$ cat config.mk
export PLATFORM = sky130hd
export DESIGN_NAME = cfb_feedback_config
export DESIGN_NICKNAME = d
export VERILOG_FILES = /design/src/verilog/cfb_pkg.sv /design/src/verilog/cfb_feedback_config.sv /design/src/verilog/cfb_noise_gate.sv /design/src/verilog/cfb_gain_calc.sv
export VERILOG_INCLUDE_DIRS = /design/src /design/src/verilog
export SDC_FILE = /design/constraint.sdc
export NUM_CORES = 1
export LEC_CHECK = 0
export BUFFER_PORTS_ARGS = -buffer_cell sky130_fd_sc_hd__clkbuf_2
export CAP_MARGIN = 20
export CORE_ASPECT_RATIO = 1.1
export CORE_MARGIN = 3
export CORE_UTILIZATION = 51
export DETAILED_ROUTE_END_ITERATION = 6
export PLACE_DENSITY = 0.78
export SLEW_MARGIN = 10
export SYNTH_ARGS = -nofsm -noshare
export SYNTH_HDL_FRONTEND = slang
export SYNTH_SLANG_ARGS = --single-unit
$ cat constraint.sdc
create_clock -name core_clk -period 6.15 [get_ports core_clk]
set_clock_uncertainty 0.2 [all_clocks]
set_input_delay 0.615 -clock core_clk [delete_from_list [all_inputs] [get_ports core_clk]]
set_output_delay 0.615 -clock core_clk [all_outputs]
set_load 0.02 [all_outputs]
$ cat src/verilog/cfb_defines.svh
// Offsets, field positions and reset values of the feedback config bank
`ifndef CFB_DEFINES_SVH
`define CFB_DEFINES_SVH

// ****************************************************************
// Register indices (byte address is four times the index)
// ****************************************************************
`define CFB_IDX_SCALE     6'h22
`define CFB_IDX_CTRL      6'h23

// ****************************************************************
// Reset values
// ****************************************************************
`define CFB_SCALE_RST     8'h6D
`define CFB_CTRL_RST      8'h36

// ****************************************************************
// Control register fields
// ****************************************************************
`define CFB_NG_BIT        7
`define CFB_BRK_HI        6
`define CFB_BRK_LO        4
`define CFB_LOOP_HI       3
`define CFB_LOOP_LO       2
`define CFB_AMP_HI        1
`define CFB_AMP_LO        0

// ****************************************************************
// Noise gate thresholds in percent of supply
// ****************************************************************
`define CFB_NG_LOW_PCT    7'h04
`define CFB_NG_HIGH_PCT   7'h08
`define CFB_PCT_FULL      7'h64

`endif

$ cat src/verilog/cfb_pkg.sv
// Types and the brake ratio table of the feedback config bank
`default_nettype none

package cfb_pkg;

    // Brake ratio codes
    typedef enum logic [2:0] {
        CFB_BRK_X1   = 3'h0,
        CFB_BRK_X2   = 3'h1,
        CFB_BRK_X3   = 3'h2,
        CFB_BRK_X4   = 3'h3,
        CFB_BRK_X6   = 3'h4,
        CFB_BRK_X8   = 3'h5,
        CFB_BRK_X16  = 3'h6,
        CFB_BRK_OFF  = 3'h7
    } cfb_brake_e;

    typedef logic [4:0] cfb_ratio_t;

    // Brake to drive gain ratio; zero when braking feedback is removed
    function automatic cfb_ratio_t cfb_brake_ratio(input cfb_brake_e code);
        cfb_ratio_t r;
        r = 5'h00;
        unique case (code)
            CFB_BRK_X1:  r = 5'h01;
            CFB_BRK_X2:  r = 5'h02;
            CFB_BRK_X3:  r = 5'h03;
            CFB_BRK_X4:  r = 5'h04;
            CFB_BRK_X6:  r = 5'h06;
            CFB_BRK_X8:  r = 5'h08;
            CFB_BRK_X16: r = 5'h10;
            CFB_BRK_OFF: r = 5'h00;
        endcase
        return r;
    endfunction

endpackage

`default_nettype wire

$ cat src/verilog/cfb_feedback_config.sv
// Closed-loop feedback configuration bank with Wishbone register access
//
// Overview of operation
// - Feedback gain derives from the 8-bit back-EMF scale, reset 109.
// - Drive below the noise-gate threshold is replaced by zero output.
// - Control bit 7 picks 4% or 8% of supply; resets to 0.
// - Bits 6:4 pick brake ratio 1,2,3,4,6,8,16; resets to code 3.
// - Brake code 7 removes feedback during braking, disabling braking.
// - Bits 3:2 select loop gain (settling speed); resets to 1.
// - Bits 1:0 set sense amplifier gain code; resets to 2.
// - Calibration writes amp gain; later software writes override it.
//
// Decided for this implementation: the Wishbone register port.
`default_nettype none
`include "cfb_defines.svh"

module cfb_feedback_config #(
    parameter int DW = 12,
    parameter int GW = 16
) (
    // Clock and reset
    input  wire logic          core_clk,
    input  wire logic          sys_rst,
    // Wishbone slave
    input  wire logic          wb_cyc_i,
    input  wire logic          wb_stb_i,
    input  wire logic          wb_we_i,
    input  wire logic [7:0]    wb_adr_i,
    input  wire logic [3:0]    wb_sel_i,
    input  wire logic [31:0]   wb_dat_i,
    output logic      [31:0]   wb_dat_o,
    output logic               wb_ack_o,
    // Playback engine side
    input  wire logic [DW-1:0] driveLevel,
    input  wire logic [DW-1:0] supplyLevel,
    input  wire logic          braking,
    input  wire logic          calAmpValid,
    input  wire logic [1:0]    calAmpCode,
    // Derived controls
    output logic      [GW-1:0] feedbackGain,
    output logic               brakeFeedbackOn,
    output logic      [DW-1:0] gatedLevel,
    output logic               gateActive,
    output logic      [1:0]    loopGainSel,
    output logic      [1:0]    senseAmpGain
);

    // ****************************************************************
    // Register state
    // ****************************************************************
    logic [7:0]  backemfScaleCal;
    logic [7:0]  feedbackLoopControl;
    logic        ack;
    logic [31:0] datOut;
    logic [7:0]  next_backemfScaleCal;
    logic [7:0]  next_feedbackLoopControl;
    logic        next_ack;
    logic [31:0] next_datOut;
    logic [5:0]  regIdx;
    logic        access;
    logic        swWrite;
    logic        swScaleWrite;
    logic        swCtrlWrite;

    cfb_pkg::cfb_brake_e brakeCode;

    // ****************************************************************
    // Bus decode
    // ****************************************************************
    always_comb begin
        regIdx       = wb_adr_i[7:2];
        access       = wb_cyc_i && wb_stb_i;
        swWrite      = access && wb_we_i && ack && wb_sel_i[0];
        swScaleWrite = swWrite && regIdx == `CFB_IDX_SCALE;
        swCtrlWrite  = swWrite && regIdx == `CFB_IDX_CTRL;
    end

    // ****************************************************************
    // Next register values
    // ****************************************************************
    always_comb begin
        next_backemfScaleCal     = backemfScaleCal;
        next_feedbackLoopControl = feedbackLoopControl;
        next_ack                 = access && !ack;
        next_datOut              = datOut;
        if (swScaleWrite) begin
            next_backemfScaleCal = wb_dat_i[7:0];
        end
        if (calAmpValid) begin
            next_feedbackLoopControl[`CFB_AMP_HI:`CFB_AMP_LO] =
                calAmpCode;
        end
        if (swCtrlWrite) begin
            next_feedbackLoopControl = wb_dat_i[7:0];
        end
        if (access && !ack) begin
            if (wb_we_i) begin
                next_datOut = 32'h0000_0000;
            end else if (regIdx == `CFB_IDX_SCALE) begin
                next_datOut = {24'h00_0000, backemfScaleCal};
            end else if (regIdx == `CFB_IDX_CTRL) begin
                next_datOut = {24'h00_0000, feedbackLoopControl};
            end else begin
                next_datOut = 32'h0000_0000;
            end
        end
    end

    always_ff @(posedge core_clk or posedge sys_rst) begin
        if (sys_rst) begin
            backemfScaleCal     <= `CFB_SCALE_RST;
            feedbackLoopControl <= `CFB_CTRL_RST;
            ack                 <= 1'b0;
            datOut              <= 32'h0000_0000;
        end else begin
            backemfScaleCal     <= next_backemfScaleCal;
            feedbackLoopControl <= next_feedbackLoopControl;
            ack                 <= next_ack;
            datOut              <= next_datOut;
        end
    end

    // ****************************************************************
    // Field outputs
    // ****************************************************************
    always_comb begin
        wb_ack_o     = ack;
        wb_dat_o     = datOut;
        brakeCode    = cfb_pkg::cfb_brake_e'(
            feedbackLoopControl[`CFB_BRK_HI:`CFB_BRK_LO]);
        loopGainSel  = feedbackLoopControl[`CFB_LOOP_HI:`CFB_LOOP_LO];
        senseAmpGain =
            feedbackLoopControl[`CFB_AMP_HI:`CFB_AMP_LO];
    end

    // ****************************************************************
    // Gain and gate engines
    // ****************************************************************
    cfb_gain_calc #(
        .GW              (GW)
    ) u_gain (
        .core_clk        (core_clk),
        .sys_rst         (sys_rst),
        .scale           (backemfScaleCal),
        .loopGain        (loopGainSel),
        .brakeCode       (brakeCode),
        .braking         (braking),
        .feedbackGain    (feedbackGain),
        .brakeFeedbackOn (brakeFeedbackOn)
    );

    cfb_noise_gate #(
        .W               (DW)
    ) u_gate (
        .core_clk        (core_clk),
        .sys_rst         (sys_rst),
        .driveLevel      (driveLevel),
        .supplyLevel     (supplyLevel),
        .gateHigh        (feedbackLoopControl[`CFB_NG_BIT]),
        .gatedLevel      (gatedLevel),
        .gateActive      (gateActive)
    );

    // ****************************************************************
    // Checking helpers
    // ****************************************************************
    logic [GW-1:0] expBase;
    logic [GW-1:0] expBrake;
    logic [DW+6:0] chkDrive;
    logic [DW+6:0] chkLimit;
    logic          chkBelow;

    always_comb begin
        expBase  = GW'(backemfScaleCal)
            * GW'({1'b0, loopGainSel} + 3'h1);
        expBrake = GW'(expBase * GW'(cfb_pkg::cfb_brake_ratio(brakeCode)));
        chkDrive = (DW+7)'(driveLevel) * (DW+7)'(`CFB_PCT_FULL);
        chkLimit = (DW+7)'(supplyLevel) * (DW+7)'(
            feedbackLoopControl[`CFB_NG_BIT]
                ? `CFB_NG_HIGH_PCT : `CFB_NG_LOW_PCT);
        chkBelow = chkDrive < chkLimit;
    end
endmodule

`default_nettype wire

$ cat src/verilog/cfb_noise_gate.sv
// Output noise gate that zeroes drive levels below a supply fraction
`default_nettype none
`include "cfb_defines.svh"

module cfb_noise_gate #(
    parameter int W = 12
) (
    // Clock and reset
    input  wire logic         core_clk,
    input  wire logic         sys_rst,
    // Drive request
    input  wire logic [W-1:0] driveLevel,
    input  wire logic [W-1:0] supplyLevel,
    input  wire logic         gateHigh,
    // Gated drive
    output logic      [W-1:0] gatedLevel,
    output logic              gateActive
);

    logic [W+6:0] scaledDrive;
    logic [W+6:0] scaledLimit;
    logic [6:0]   pct;
    logic         below;
    logic [W-1:0] next_gatedLevel;
    logic         next_gateActive;

    // ****************************************************************
    // Threshold compare
    // ****************************************************************
    always_comb begin
        pct             = gateHigh ? `CFB_NG_HIGH_PCT : `CFB_NG_LOW_PCT;
        scaledDrive     = (W+7)'(driveLevel) * (W+7)'(`CFB_PCT_FULL);
        scaledLimit     = (W+7)'(supplyLevel) * (W+7)'(pct);
        below           = scaledDrive < scaledLimit;
        next_gatedLevel = below ? '0 : driveLevel;
        next_gateActive = below;
    end

    always_ff @(posedge core_clk or posedge sys_rst) begin
        if (sys_rst) begin
            gatedLevel <= '0;
            gateActive <= 1'b0;
        end else begin
            gatedLevel <= next_gatedLevel;
            gateActive <= next_gateActive;
        end
    end

endmodule

`default_nettype wire

$ cat src/verilog/cfb_gain_calc.sv
// Feedback gain from back-EMF scale, loop gain and brake ratio
`default_nettype none

module cfb_gain_calc #(
    parameter int GW = 16
) (
    // Clock and reset
    input  wire logic              core_clk,
    input  wire logic              sys_rst,
    // Settings
    input  wire logic [7:0]        scale,
    input  wire logic [1:0]        loopGain,
    input  wire cfb_pkg::cfb_brake_e brakeCode,
    input  wire logic              braking,
    // Gain out
    output logic      [GW-1:0]     feedbackGain,
    output logic                   brakeFeedbackOn
);

    logic [GW-1:0] baseGain;
    logic [GW-1:0] next_feedbackGain;
    logic          next_brakeFeedbackOn;

    always_comb begin
        baseGain = GW'(scale) * GW'({1'b0, loopGain} + 3'h1);
        next_brakeFeedbackOn = brakeCode != cfb_pkg::CFB_BRK_OFF;
        if (braking) begin
            // Code 7 yields ratio zero, removing braking feedback
            next_feedbackGain = GW'(baseGain
                * GW'(cfb_pkg::cfb_brake_ratio(brakeCode)));
        end else begin
            next_feedbackGain = baseGain;
        end
    end

    always_ff @(posedge core_clk or posedge sys_rst) begin
        if (sys_rst) begin
            feedbackGain    <= '0;
            brakeFeedbackOn <= 1'b1;
        end else begin
            feedbackGain    <= next_feedbackGain;
            brakeFeedbackOn <= next_brakeFeedbackOn;
        end
    end

endmodule

`default_nettype wire

Word level (Yosys, flattened, before mapping)
Memories as Yosys holds them, arrays and structs flattened.
Index checks and enable logic that the tools add are counted.
- register bits after elaboration: 79
- latch bits: 0
- RAM bits: 0
- ROM bits: 40
- input bits: 77
- output and inout port bits: 67
- logic and storage cells: 37
- memories: 1
- memory list (memory ; words ; bits a word ; read ports ; clocked after memory_dff ; write ports ; RTL line ; RTL):
    (no name shown) ; 8 ; 5 ; 1 ; 0 ; 0 ; cfb_pkg.sv:24 ; unique case (code)
- $add $sub $neg: 1
- multiply operators: 4
- divide/modulo/power cells: 0
- $lt $le $gt $ge: 1
- equality and inequality tests: 3
- shifts and indexed selects: 0
- mux-type cells: 9
- bitwise gates (word level): 0
- reduce and logical (&&, ||, !) cells: 9
- operators with widths (operator ; number):
    two-way mux 8 bit ; 3
    < comparator 19 bit ; 1
    multiplier 12 x 7 -> 19 bit ; 1
    multiplier 12 x 5 -> 17 bit (second input constant) ; 1
    multiplier 16 x 5 -> 16 bit ; 1
    two-way mux 16 bit ; 1
    equality test 6 bit (second input constant) ; 2
    two-way mux 12 bit ; 1
    multiplier 8 x 3 -> 11 bit ; 1
    logical AND 1 bit ; 7
    two-way mux 5 bit ; 1
    two-way mux 2 bit ; 2
    two-way mux 4 bit ; 1
    adder 2 x 1 -> 3 bit (second input constant) ; 1
    inequality test 3 bit (second input constant) ; 1
    nonzero test 2 bit ; 1
    logical NOT 1 bit ; 1

Depth between registers and ports, before layout
Gate-level depths: netlist of run 1.
- depth in word-level cells: 6
- depth in mapped cells: 23
- mapped depth without buffers: 23

Modules after synthesis
Synthesis of run 1 repeated with hierarchy kept, for this count alone.
- cell total of the unflattened synthesis: 772
- area total of the unflattened synthesis: 7260.7 um^2
- by module, submodules not included (module ; times used ; cells each ; area each (um^2) ; sequential area each (um^2)):
    cfb_gain_calc ; 1 ; 387 ; 3280.6 ; 426.7
    cfb_noise_gate ; 1 ; 275 ; 2603.7 ; 325.3
    cfb_feedback_config ; 1 ; 110 ; 1376.3 ; 636.9

Worst setup path before layout of run 1
Ideal clock, no wire load.
- path type: register to register
- start: register feedbackLoopControl[2]
- end: register u_gain.feedbackGain[14]
- setup time: 0.119 ns
- data arrival time: 5.994 ns
- required time: 5.831 ns
- slack: -0.163 ns
- cell stages (with the launch flop): 24
- path buffers: 0
- period minus slack after synthesis: 6.313 ns
- cell sequence: dfstp_2 ha_1 and2_1 fa_1 ha_1 fa_1 a21o_1 a21oi_1 o21bai_1 a21oi_1 xor2_1 nor2_1 fa_1 fa_1 inv_1 fa_1 inv_1 ha_1 a21o_1 a21o_1 a221o_1 a31oi_1 xnor2_1 and2_1
- longest elaborated chain between the ends: 4
- RTL lines (what ; RTL line ; RTL):
    start, declared ; cfb_feedback_config.sv:52 ; logic [7:0] feedbackLoopControl;
    start signal, assigned ; cfb_feedback_config.sv:112 ; feedbackLoopControl <= `CFB_CTRL_RST;
    start signal, assigned ; cfb_feedback_config.sv:117 ; feedbackLoopControl <= next_feedbackLoopControl;
    adder 2 x 1 -> 3 bit ; - ;
    multiplier 8 x 3 -> 11 bit ; cfb_gain_calc.sv:25 ; baseGain = GW'(scale) * GW'({1'b0, loopGain} + 3'h1);
    multiplier 16 x 5 -> 16 bit ; cfb_gain_calc.sv:30 ; * GW'(cfb_pkg::cfb_brake_ratio(brakeCode)));
    two-way mux 16 bit ; cfb_gain_calc.sv:27 ; if (braking) begin
    named net u_gain.next_feedbackGain[14] ; cfb_gain_calc.sv:21 ; logic [GW-1:0] next_feedbackGain;
    end signal, assigned ; cfb_gain_calc.sv:41 ; feedbackGain <= next_feedbackGain;
    end, declared ; cfb_gain_calc.sv:16 ; output logic [GW-1:0] feedbackGain,
The timed path passes the listed nets, and every way through them passes these cells.
A chain may end at the register's enable or synchronous reset.

Worst setup path in the final report of run 1
Ends and elaborated chain as after synthesis.

==> impl_metrics.yaml, run 1 <==
finish:
  area_growth_pct: 14.1
  regArea_sq_mm: 0.00139
  diodes: 0
  nNetsFinal: 1061
  layout_common_cells: "ha_1, inv_1, clkbuf_2"
  drive_gt1_share_pct: 23.6
  final_common_cell: "ha_1"
  design_area_sq_mm: 0.00763
  multi_input_area_sq_mm: 0.00490
  n_fill_cell: 1080
drt:
  via_per_inst: 5.19
  via_count: 5122
  dr.first_iter.drc_count: 217
  drt_first_pass_iters: 6
  ant_nets: 0
  drt-total-wl_mm: 13.4
  wl_per_cell_microns: 13.6
  drc: 0
placement:
  globalplace.congestion: 0.840
  io_buffers: 90
  place_area_sq_mm: 0.00737
  dpl_worst_slack_ns: -0.0446
  place_hpwl_mm: 11.2
setup_path:
  cp-end-kind: "flop"
  reg2reg_from: "feedbackLoopControl[2]$_DFFE_PP1P_"
  worstPathArrival_ns: 6.10
  cp.required_ns: 6.14
  cp-start-kind: "flop"
  r2r_end: "u_gain.feedbackGain[14]$_DFF_PP0_"
  r2r_cells: 23
  crit_type: "reg2reg"
  ff2ff_setup_slack_ns: 0.04
  crit_fanout: 4
timing:
  setup_viol: 0
  hold_viol: 0
  fin_crit_sh_pct: 99.4
  rsz0062_at_grt: "true"
  slew_headroom_pct: 32.4
  tightest_slew_ns: 1.01
  period_minus_slack_ns: 6.11
  drv_slew: 0
  clock.fmax_mhz: 164
  finalWorstSetupSlack_ns: 0.0395
global_routing:
  grt-ovfl-total: 0
  grtUsageTotal_pct: 18.5
  grt_max_degree: 56
  grt_pass1_wl_mm: 22.1
  grt_pass1_vias: 4994
  antenna_found_initial: 0
synthesis:
  ys_types: 55
  syn_area_sq_mm: 0.00669
  synth_edf_count: 0
  yosysSeqAreaShare_pct: 20.8
  ys_warn_count: 0
  ys_async_sr_fraction_pct: 100
  synth_area_per_cell_sq_um: 9.38
  synth_seq_cells: 55
  postSynthCellCount: 713
  ys.flop_type: "dfrtp_1"
clocking:
  cts_tree: "yes"
  cts_buffers: 5
  clk_latency_ns: 0.30
  cts_root_buffer: "clkbuf_16"
  cts.path.max_buffers: 2
  h-tree-depth: 2
  cts_sinks: 55
  path_clk_slew_ns: 0.08
  cts_hold_buf: 0
floorplanning:
  io_pins: 144
  fp-row-count: 43
  dieArea_sq_mm: 0.0145
  core_area_sq_mm: 0.0127
  initial_core_util_pct: 52.7
  die_h_microns: 126
  die_x_microns: 115
power:
  power.leakage_uw: 0.00418
  power_density_mw_per_mm2: 172
  p_int_uw: 798
  p_seq_share_pct: 31.3
  power_switching_uw: 514
  max-vdd-ir-drop_mv: 0.121
  power_frac_clock_pct: 23.5
  p_sw_share_pct: 39.2
  power_uw: 1310
  p_comb_share_pct: 45.3
run:
  cap_violations: 0
outcome:
  status: "completed"
worst_hold_path:
  hold_class: "in2async"
[timing repair]
action | in CTS | in global routing
hold endpoints to repair | 0 | 0
endpoints found under the setup margin | 2 | 6
setup buffers | 2 | 2
pin swaps | 6 | 19
gates resized for setup | 1 | 14
[per-layer routing]
metal	track usage, %	vias to the layer above	routed length (microns)
met5	0	-	0
met4	5.11	0	213
met3	1.92	14	355
met2	35.2	94	7380
met1	21.6	2452	5500
li1	-	2562	-
[registers in the layout, indices dropped and copies added, names as in the netlist]
name,cells
u_gain.feedbackGain,16
u_gate.gatedLevel,12
backemfScaleCal,8
feedbackLoopControl,8
wb_dat_o,8
u_gain.brakeFeedbackOn,1
u_gate.gateActive,1
wb_ack_o,1
[per-stage QoR]
stage	cells	TNS, ns	util (%)	hold slack (ns)
floorplan	747	0	-	0.331
global placement	974	0	58.0	0.267
detailed placement	974	-0.0862	58.0	0.274
CTS	984	-0.0285	59.4	0.292
global route	986	-0.329	60.1	0.324
finish	986	0	60.1	0.276
[synth_stat cells (9+ instances only)]
library cell / count / area [sq um]
xor2_1: 16 / 140
ha_1: 114 / 1430
and2_1: 11 / 68.8
dfrtp_1: 45 / 1130
clkbuf_1: 10 / 37.5
xnor2_1: 17 / 149
o21ai_0: 15 / 75.1
mux2i_1: 19 / 190
nand2b_1: 13 / 81.3
nor2_1: 45 / 169
fa_1: 42 / 841
a21oi_1: 25 / 125
and3_1: 9 / 56.3
dfstp_2: 10 / 263
mux2_2: 28 / 315
a21o_1: 13 / 97.6
nor2b_1: 13 / 81.3
inv_1: 96 / 360
nand2_1: 49 / 184
buf_4: 28 / 210
[area by class of cell]
type,instances,area share (%)
Inverter,96,4.72
Clock inverter,3,0.443
Tap cell,157,2.57
Sequential cell,55,18.2
Multi-Input combinational cell,557,64.3
Timing Repair Buffer,113,8.17
Clock buffer,5,1.64
[critical path, cell delays in order (launching register included)]
cell      delay, ns
dfstp_2        0.56
ha_4           0.21
and2_4         0.16
fa_1           0.47
ha_2           0.20
fa_2           0.39
a21o_1         0.19
a21oi_2        0.16
o21bai_1       0.10
a21oi_1        0.16
xor2_1         0.21
nor2_1         0.09
fa_1           0.48
fa_1           0.54
inv_2          0.04
fa_1           0.50
inv_1          0.05
ha_2           0.17
a21o_1         0.17
a21o_1         0.15
a221o_1        0.38
a31oi_1        0.19
xnor2_1        0.09
and2_1         0.15
[power by group through the flow]
stage,registers (uW),clock network [uW],logic [uW]
2_1_floorplan,461,0,417
3_5_place_dp,418,0,592
4_1_cts,411,319,596
6_report,410,308,594
5_1_grt,414,332,670
3_3_place_gp,415,0,578
[how the worst max path moves through the flow]
stage / start / depth (start not counted) / end
detailed placement: feedbackLoopControl[2]$_DFFE_PP1P_ / 23 / u_gain.feedbackGain[14]$_DFF_PP0_
global route: feedbackLoopControl[2]$_DFFE_PP1P_ / 23 / u_gain.feedbackGain[14]$_DFF_PP0_
global placement: feedbackLoopControl[2]$_DFFE_PP1P_ / 23 / u_gain.feedbackGain[14]$_DFF_PP0_
CTS: feedbackLoopControl[2]$_DFFE_PP1P_ / 23 / u_gain.feedbackGain[14]$_DFF_PP0_
floorplan: feedbackLoopControl[2]$_DFFE_PP1P_ / 23 / u_gain.feedbackGain[14]$_DFF_PP0_
finish: feedbackLoopControl[2]$_DFFE_PP1P_ / 23 / u_gain.feedbackGain[14]$_DFF_PP0_
[logic make-up (layout without fill, tap and decap cells)]
logic type | Yosys count | after routing | synth area share, %
simple gates | 186 | 186 | 14.1
fa+ha+maj | 156 | 156 | 33.9
buf+inv | 135 | 217 | 9.26
compound gates | 100 | 100 | 10.0
flops | 55 | 55 | 20.8
mux | 47 | 47 | 7.56
xor+xnor | 33 | 33 | 4.32
other cells | 1 | 35 | 0.0561
Note: power is estimated with default switching activity, not from simulation.
==> inputs of run 2 (changes only) <==
--- a/config.mk
+++ b/config.mk
@@ -6,6 +6,7 @@
 export SDC_FILE = /design/constraint.sdc
 export NUM_CORES = 1
 export LEC_CHECK = 0
+export ABC_AREA = 1
 export BUFFER_PORTS_ARGS = -buffer_cell sky130_fd_sc_hd__clkbuf_2
 export CAP_MARGIN = 20
 export CORE_ASPECT_RATIO = 1.1
==> impl_metrics.yaml, run 2 <==
outcome:
  status: "completed"
global_routing:
  grtUsageTotal_pct: 18.9
  antenna_found_initial: 0
  grt_max_degree: 56
  grt_pass1_vias: 5412
  grt_pass1_wl_mm: 23.2
  grt-ovfl-total: 0
clocking:
  cts_root_buffer: "clkbuf_16"
  path_clk_slew_ns: 0.08
  cts_sinks: 55
  cts.path.max_buffers: 2
  h-tree-depth: 2
  clk_latency_ns: 0.30
  cts_buffers: 5
  cts_hold_buf: 0
  cts_tree: "yes"
drt:
  dr_wl_met2_mm: 6.63
  dr.first_iter.drc_count: 310
  wl_met3_microns: 525
  via_per_inst: 4.95
  wl_per_cell_microns: 11.6
  ant_nets: 0
  wirelength_met1_mm: 5.87
  via_count: 5687
  drc: 0
  drt_first_pass_iters: 5
  drt-total-wl_mm: 13.3
  topRoutingLayerUsed: "met4"
setup_path:
  worstPathArrival_ns: 5.86
  cp-start-kind: "flop"
  cp-end-kind: "flop"
  crit_top_cell: "fa_1"
  crit_fanout: 8
  crit_path_max_incr_delay_ns: 0.56
  crit_chain: "ha_4 > nand2_1 > inv_1 > fa_1 > ha_1 > fa_1 > nand3_1 > nand2_1 > nand2_1 > nand2_1 > nor2_1 > fa_1 > fa_1 > inv_1 > fa_1 > inv_1 > ha_1 > a21oi_1 > o21ai_0 > a21oi_1 > buf_4 > xor2_1 > o21ai_0"
  crit_type: "reg2reg"
  crit_slowest_cell: "dfstp_2"
  cp.required_ns: 6.12
finish:
  n_fill_cell: 1174
  largest_reg_flops: 16
  layout_common_cells: "inv_1, nand2_1, ha_1"
  drive_gt1_share_pct: 14.1
  reg.largest.list: "u_gain.feedbackGain: 16 flops, u_gate.gatedLevel: 12 flops"
  top_register: "u_gain.feedbackGain"
  diodes: 0
  area_growth_pct: 11.2
  nNetsFinal: 1223
  final_common_cell: "inv_1"
timing:
  setup_viol: 0
  hold_slack_ns: 0.275
  fin_crit_sh_pct: 95.8
  drv_slew: 0
  hold_viol: 0
  fin_setup_tns_ns: 0
  clock.fmax_mhz: 170
  period_minus_slack_ns: 5.89
  tightest_slew_ns: 0.889
  slew_headroom_pct: 40.3
floorplanning:
  fp-row-count: 43
  initial_core_util_pct: 53.1
  core_area_sq_mm: 0.0128
  die_x_microns: 116
  die_h_microns: 127
  io_pins: 144
  dieArea_sq_mm: 0.0147
synthesis:
  synth.most_common_cell: "inv_1"
  synth_area_leaders: "ha_1, dfrtp_1, fa_1, inv_1, nand2_1"
  synth_edf_count: 0
  synth_common_cells: "inv_1, nand2_1, ha_1"
  ys_async_sr_fraction_pct: 100
  synth_seq_cells: 55
  ys.flop_type: "dfrtp_1"
  synth_top_area_cell: "ha_1"
  yosysTopAreaCellShare_pct: 21.0
  postSynthCellCount: 890
  ys_warn_count: 0
  yosysSeqAreaShare_pct: 20.4
  syn_area_sq_mm: 0.00679
  ys_types: 38
  synth_area_per_cell_sq_um: 7.63
placement:
  io_buffers: 90
  place_hpwl_mm: 11.1
  globalplace.congestion: 0.839
power:
  max-vdd-ir-drop_mv: 0.164
  power_density_mw_per_mm2: 165
  power.leakage_uw: 0.00437
run:
  cap_violations: 0
worst_hold_path:
  hold_class: "in2async"
run 2: cell count changes after synthesis, sizes merged, moves of 18 or more:
| cell | change |
|---|---|
| mux2i | -18 |
| nand2 | +116 |
| inv | +75 |
| nand3 | +32 |
| mux2 | -28 |
| o21ai | +40 |
| a21oi | +24 |
| nor2 | +42 |
run 2: stage by stage:
step	area, sq um	utilization [%]	cells	setup WS, ns	total power [uW]
after floorplan	6920	-	924	0.393	854
after global placement	7350	57.4	1138	0.184	941
after detailed placement	7350	57.4	1138	0.131	953
after CTS	7510	58.6	1146	0.0936	1260
after global routing	7550	59.0	1148	-0.00666	1370
final	7550	59.0	1148	0.260	1240
run 2: path summary, 6_finish.rpt:
kind	end	cells after the start	startpoint	slack (ns)
setup reg to reg	u_gain.feedbackGain[9]$_DFF_PP0_	23	feedbackLoopControl[2]$_DFFE_PP1P_	0.26
hold reg to reg	wb_dat_o[7]$_DFFE_PP0P_	2	wb_dat_o[7]$_DFFE_PP0P_	0.32
setup / recovery	u_gain.feedbackGain[9]$_DFF_PP0_	23	feedbackLoopControl[2]$_DFFE_PP1P_	0.26
hold / removal	wb_dat_o[0]$_DFFE_PP0P_	3	sys_rst	0.28
max in group asynchronous	u_gain.feedbackGain[11]$_DFF_PP0_	3	sys_rst	5.02
min in group core_clk	wb_dat_o[7]$_DFFE_PP0P_	2	wb_dat_o[7]$_DFFE_PP0P_	0.32
run 2: area by class of cell:
type / count / area, sq um / area share (%)
multi-input combinational: 659 / 4660 / 61.7
sequential: 55 / 1390 / 18.4
inverter: 171 / 642 / 8.50
timing repair buffer: 98 / 510 / 6.76
tap: 157 / 196 / 2.60
clock buffer: 5 / 125 / 1.66
clock inverter: 3 / 33.8 / 0.447
run 2: worst max-delay path: cells and delay by family (launching register included):
| kind | cells | cell delay, ns |
|---|---|---|
| AO/OA/AOI/OAI | 4 | 0.68 |
| XOR/XNOR | 1 | 0.12 |
| adder cells (fa/ha/maj) | 8 | 3.23 |
| AND/OR/NAND/NOR | 6 | 0.67 |
| flip-flops | 1 | 0.56 |
| buffers and inverters | 4 | 0.29 |
run 2: power by group:
group	total, uW	switching (uW)	internal [uW]
clock	301	144	157
sequential	401	9.63	392
combinational	542	333	209
total	1240	486	758
run 2: logic make-up (layout without fill, tap and decap cells):
| logic type | Yosys count | in the layout | synth area share (%) |
|---|---|---|---|
| AND/OR/NAND/NOR | 312 | 312 | 19.1 |
| buffers and inverters | 210 | 277 | 13.4 |
| adder cells (fa/ha/maj) | 156 | 156 | 33.4 |
| AO/OA/AOI/OAI | 128 | 128 | 10.1 |
| flip-flops | 55 | 55 | 20.4 |
| XOR/XNOR | 27 | 27 | 3.48 |
| other | 1 | 35 | 0.0552 |
| multiplexers | 1 | 1 | 0.147 |
run 2: repair_timing:
item / 4_1_cts / 5_1_grt
setup endpoints to repair: 0 / 7
resized for setup: 0 / 8
setup buffers: 0 / 2
run 2: metal layers:
metal  up-vias  global-route usage, %
met5         -                      0
met4         0                   5.26
met3        19                   1.85
met2       128                   33.8
met1      2593                   24.1
li1       2947                      -
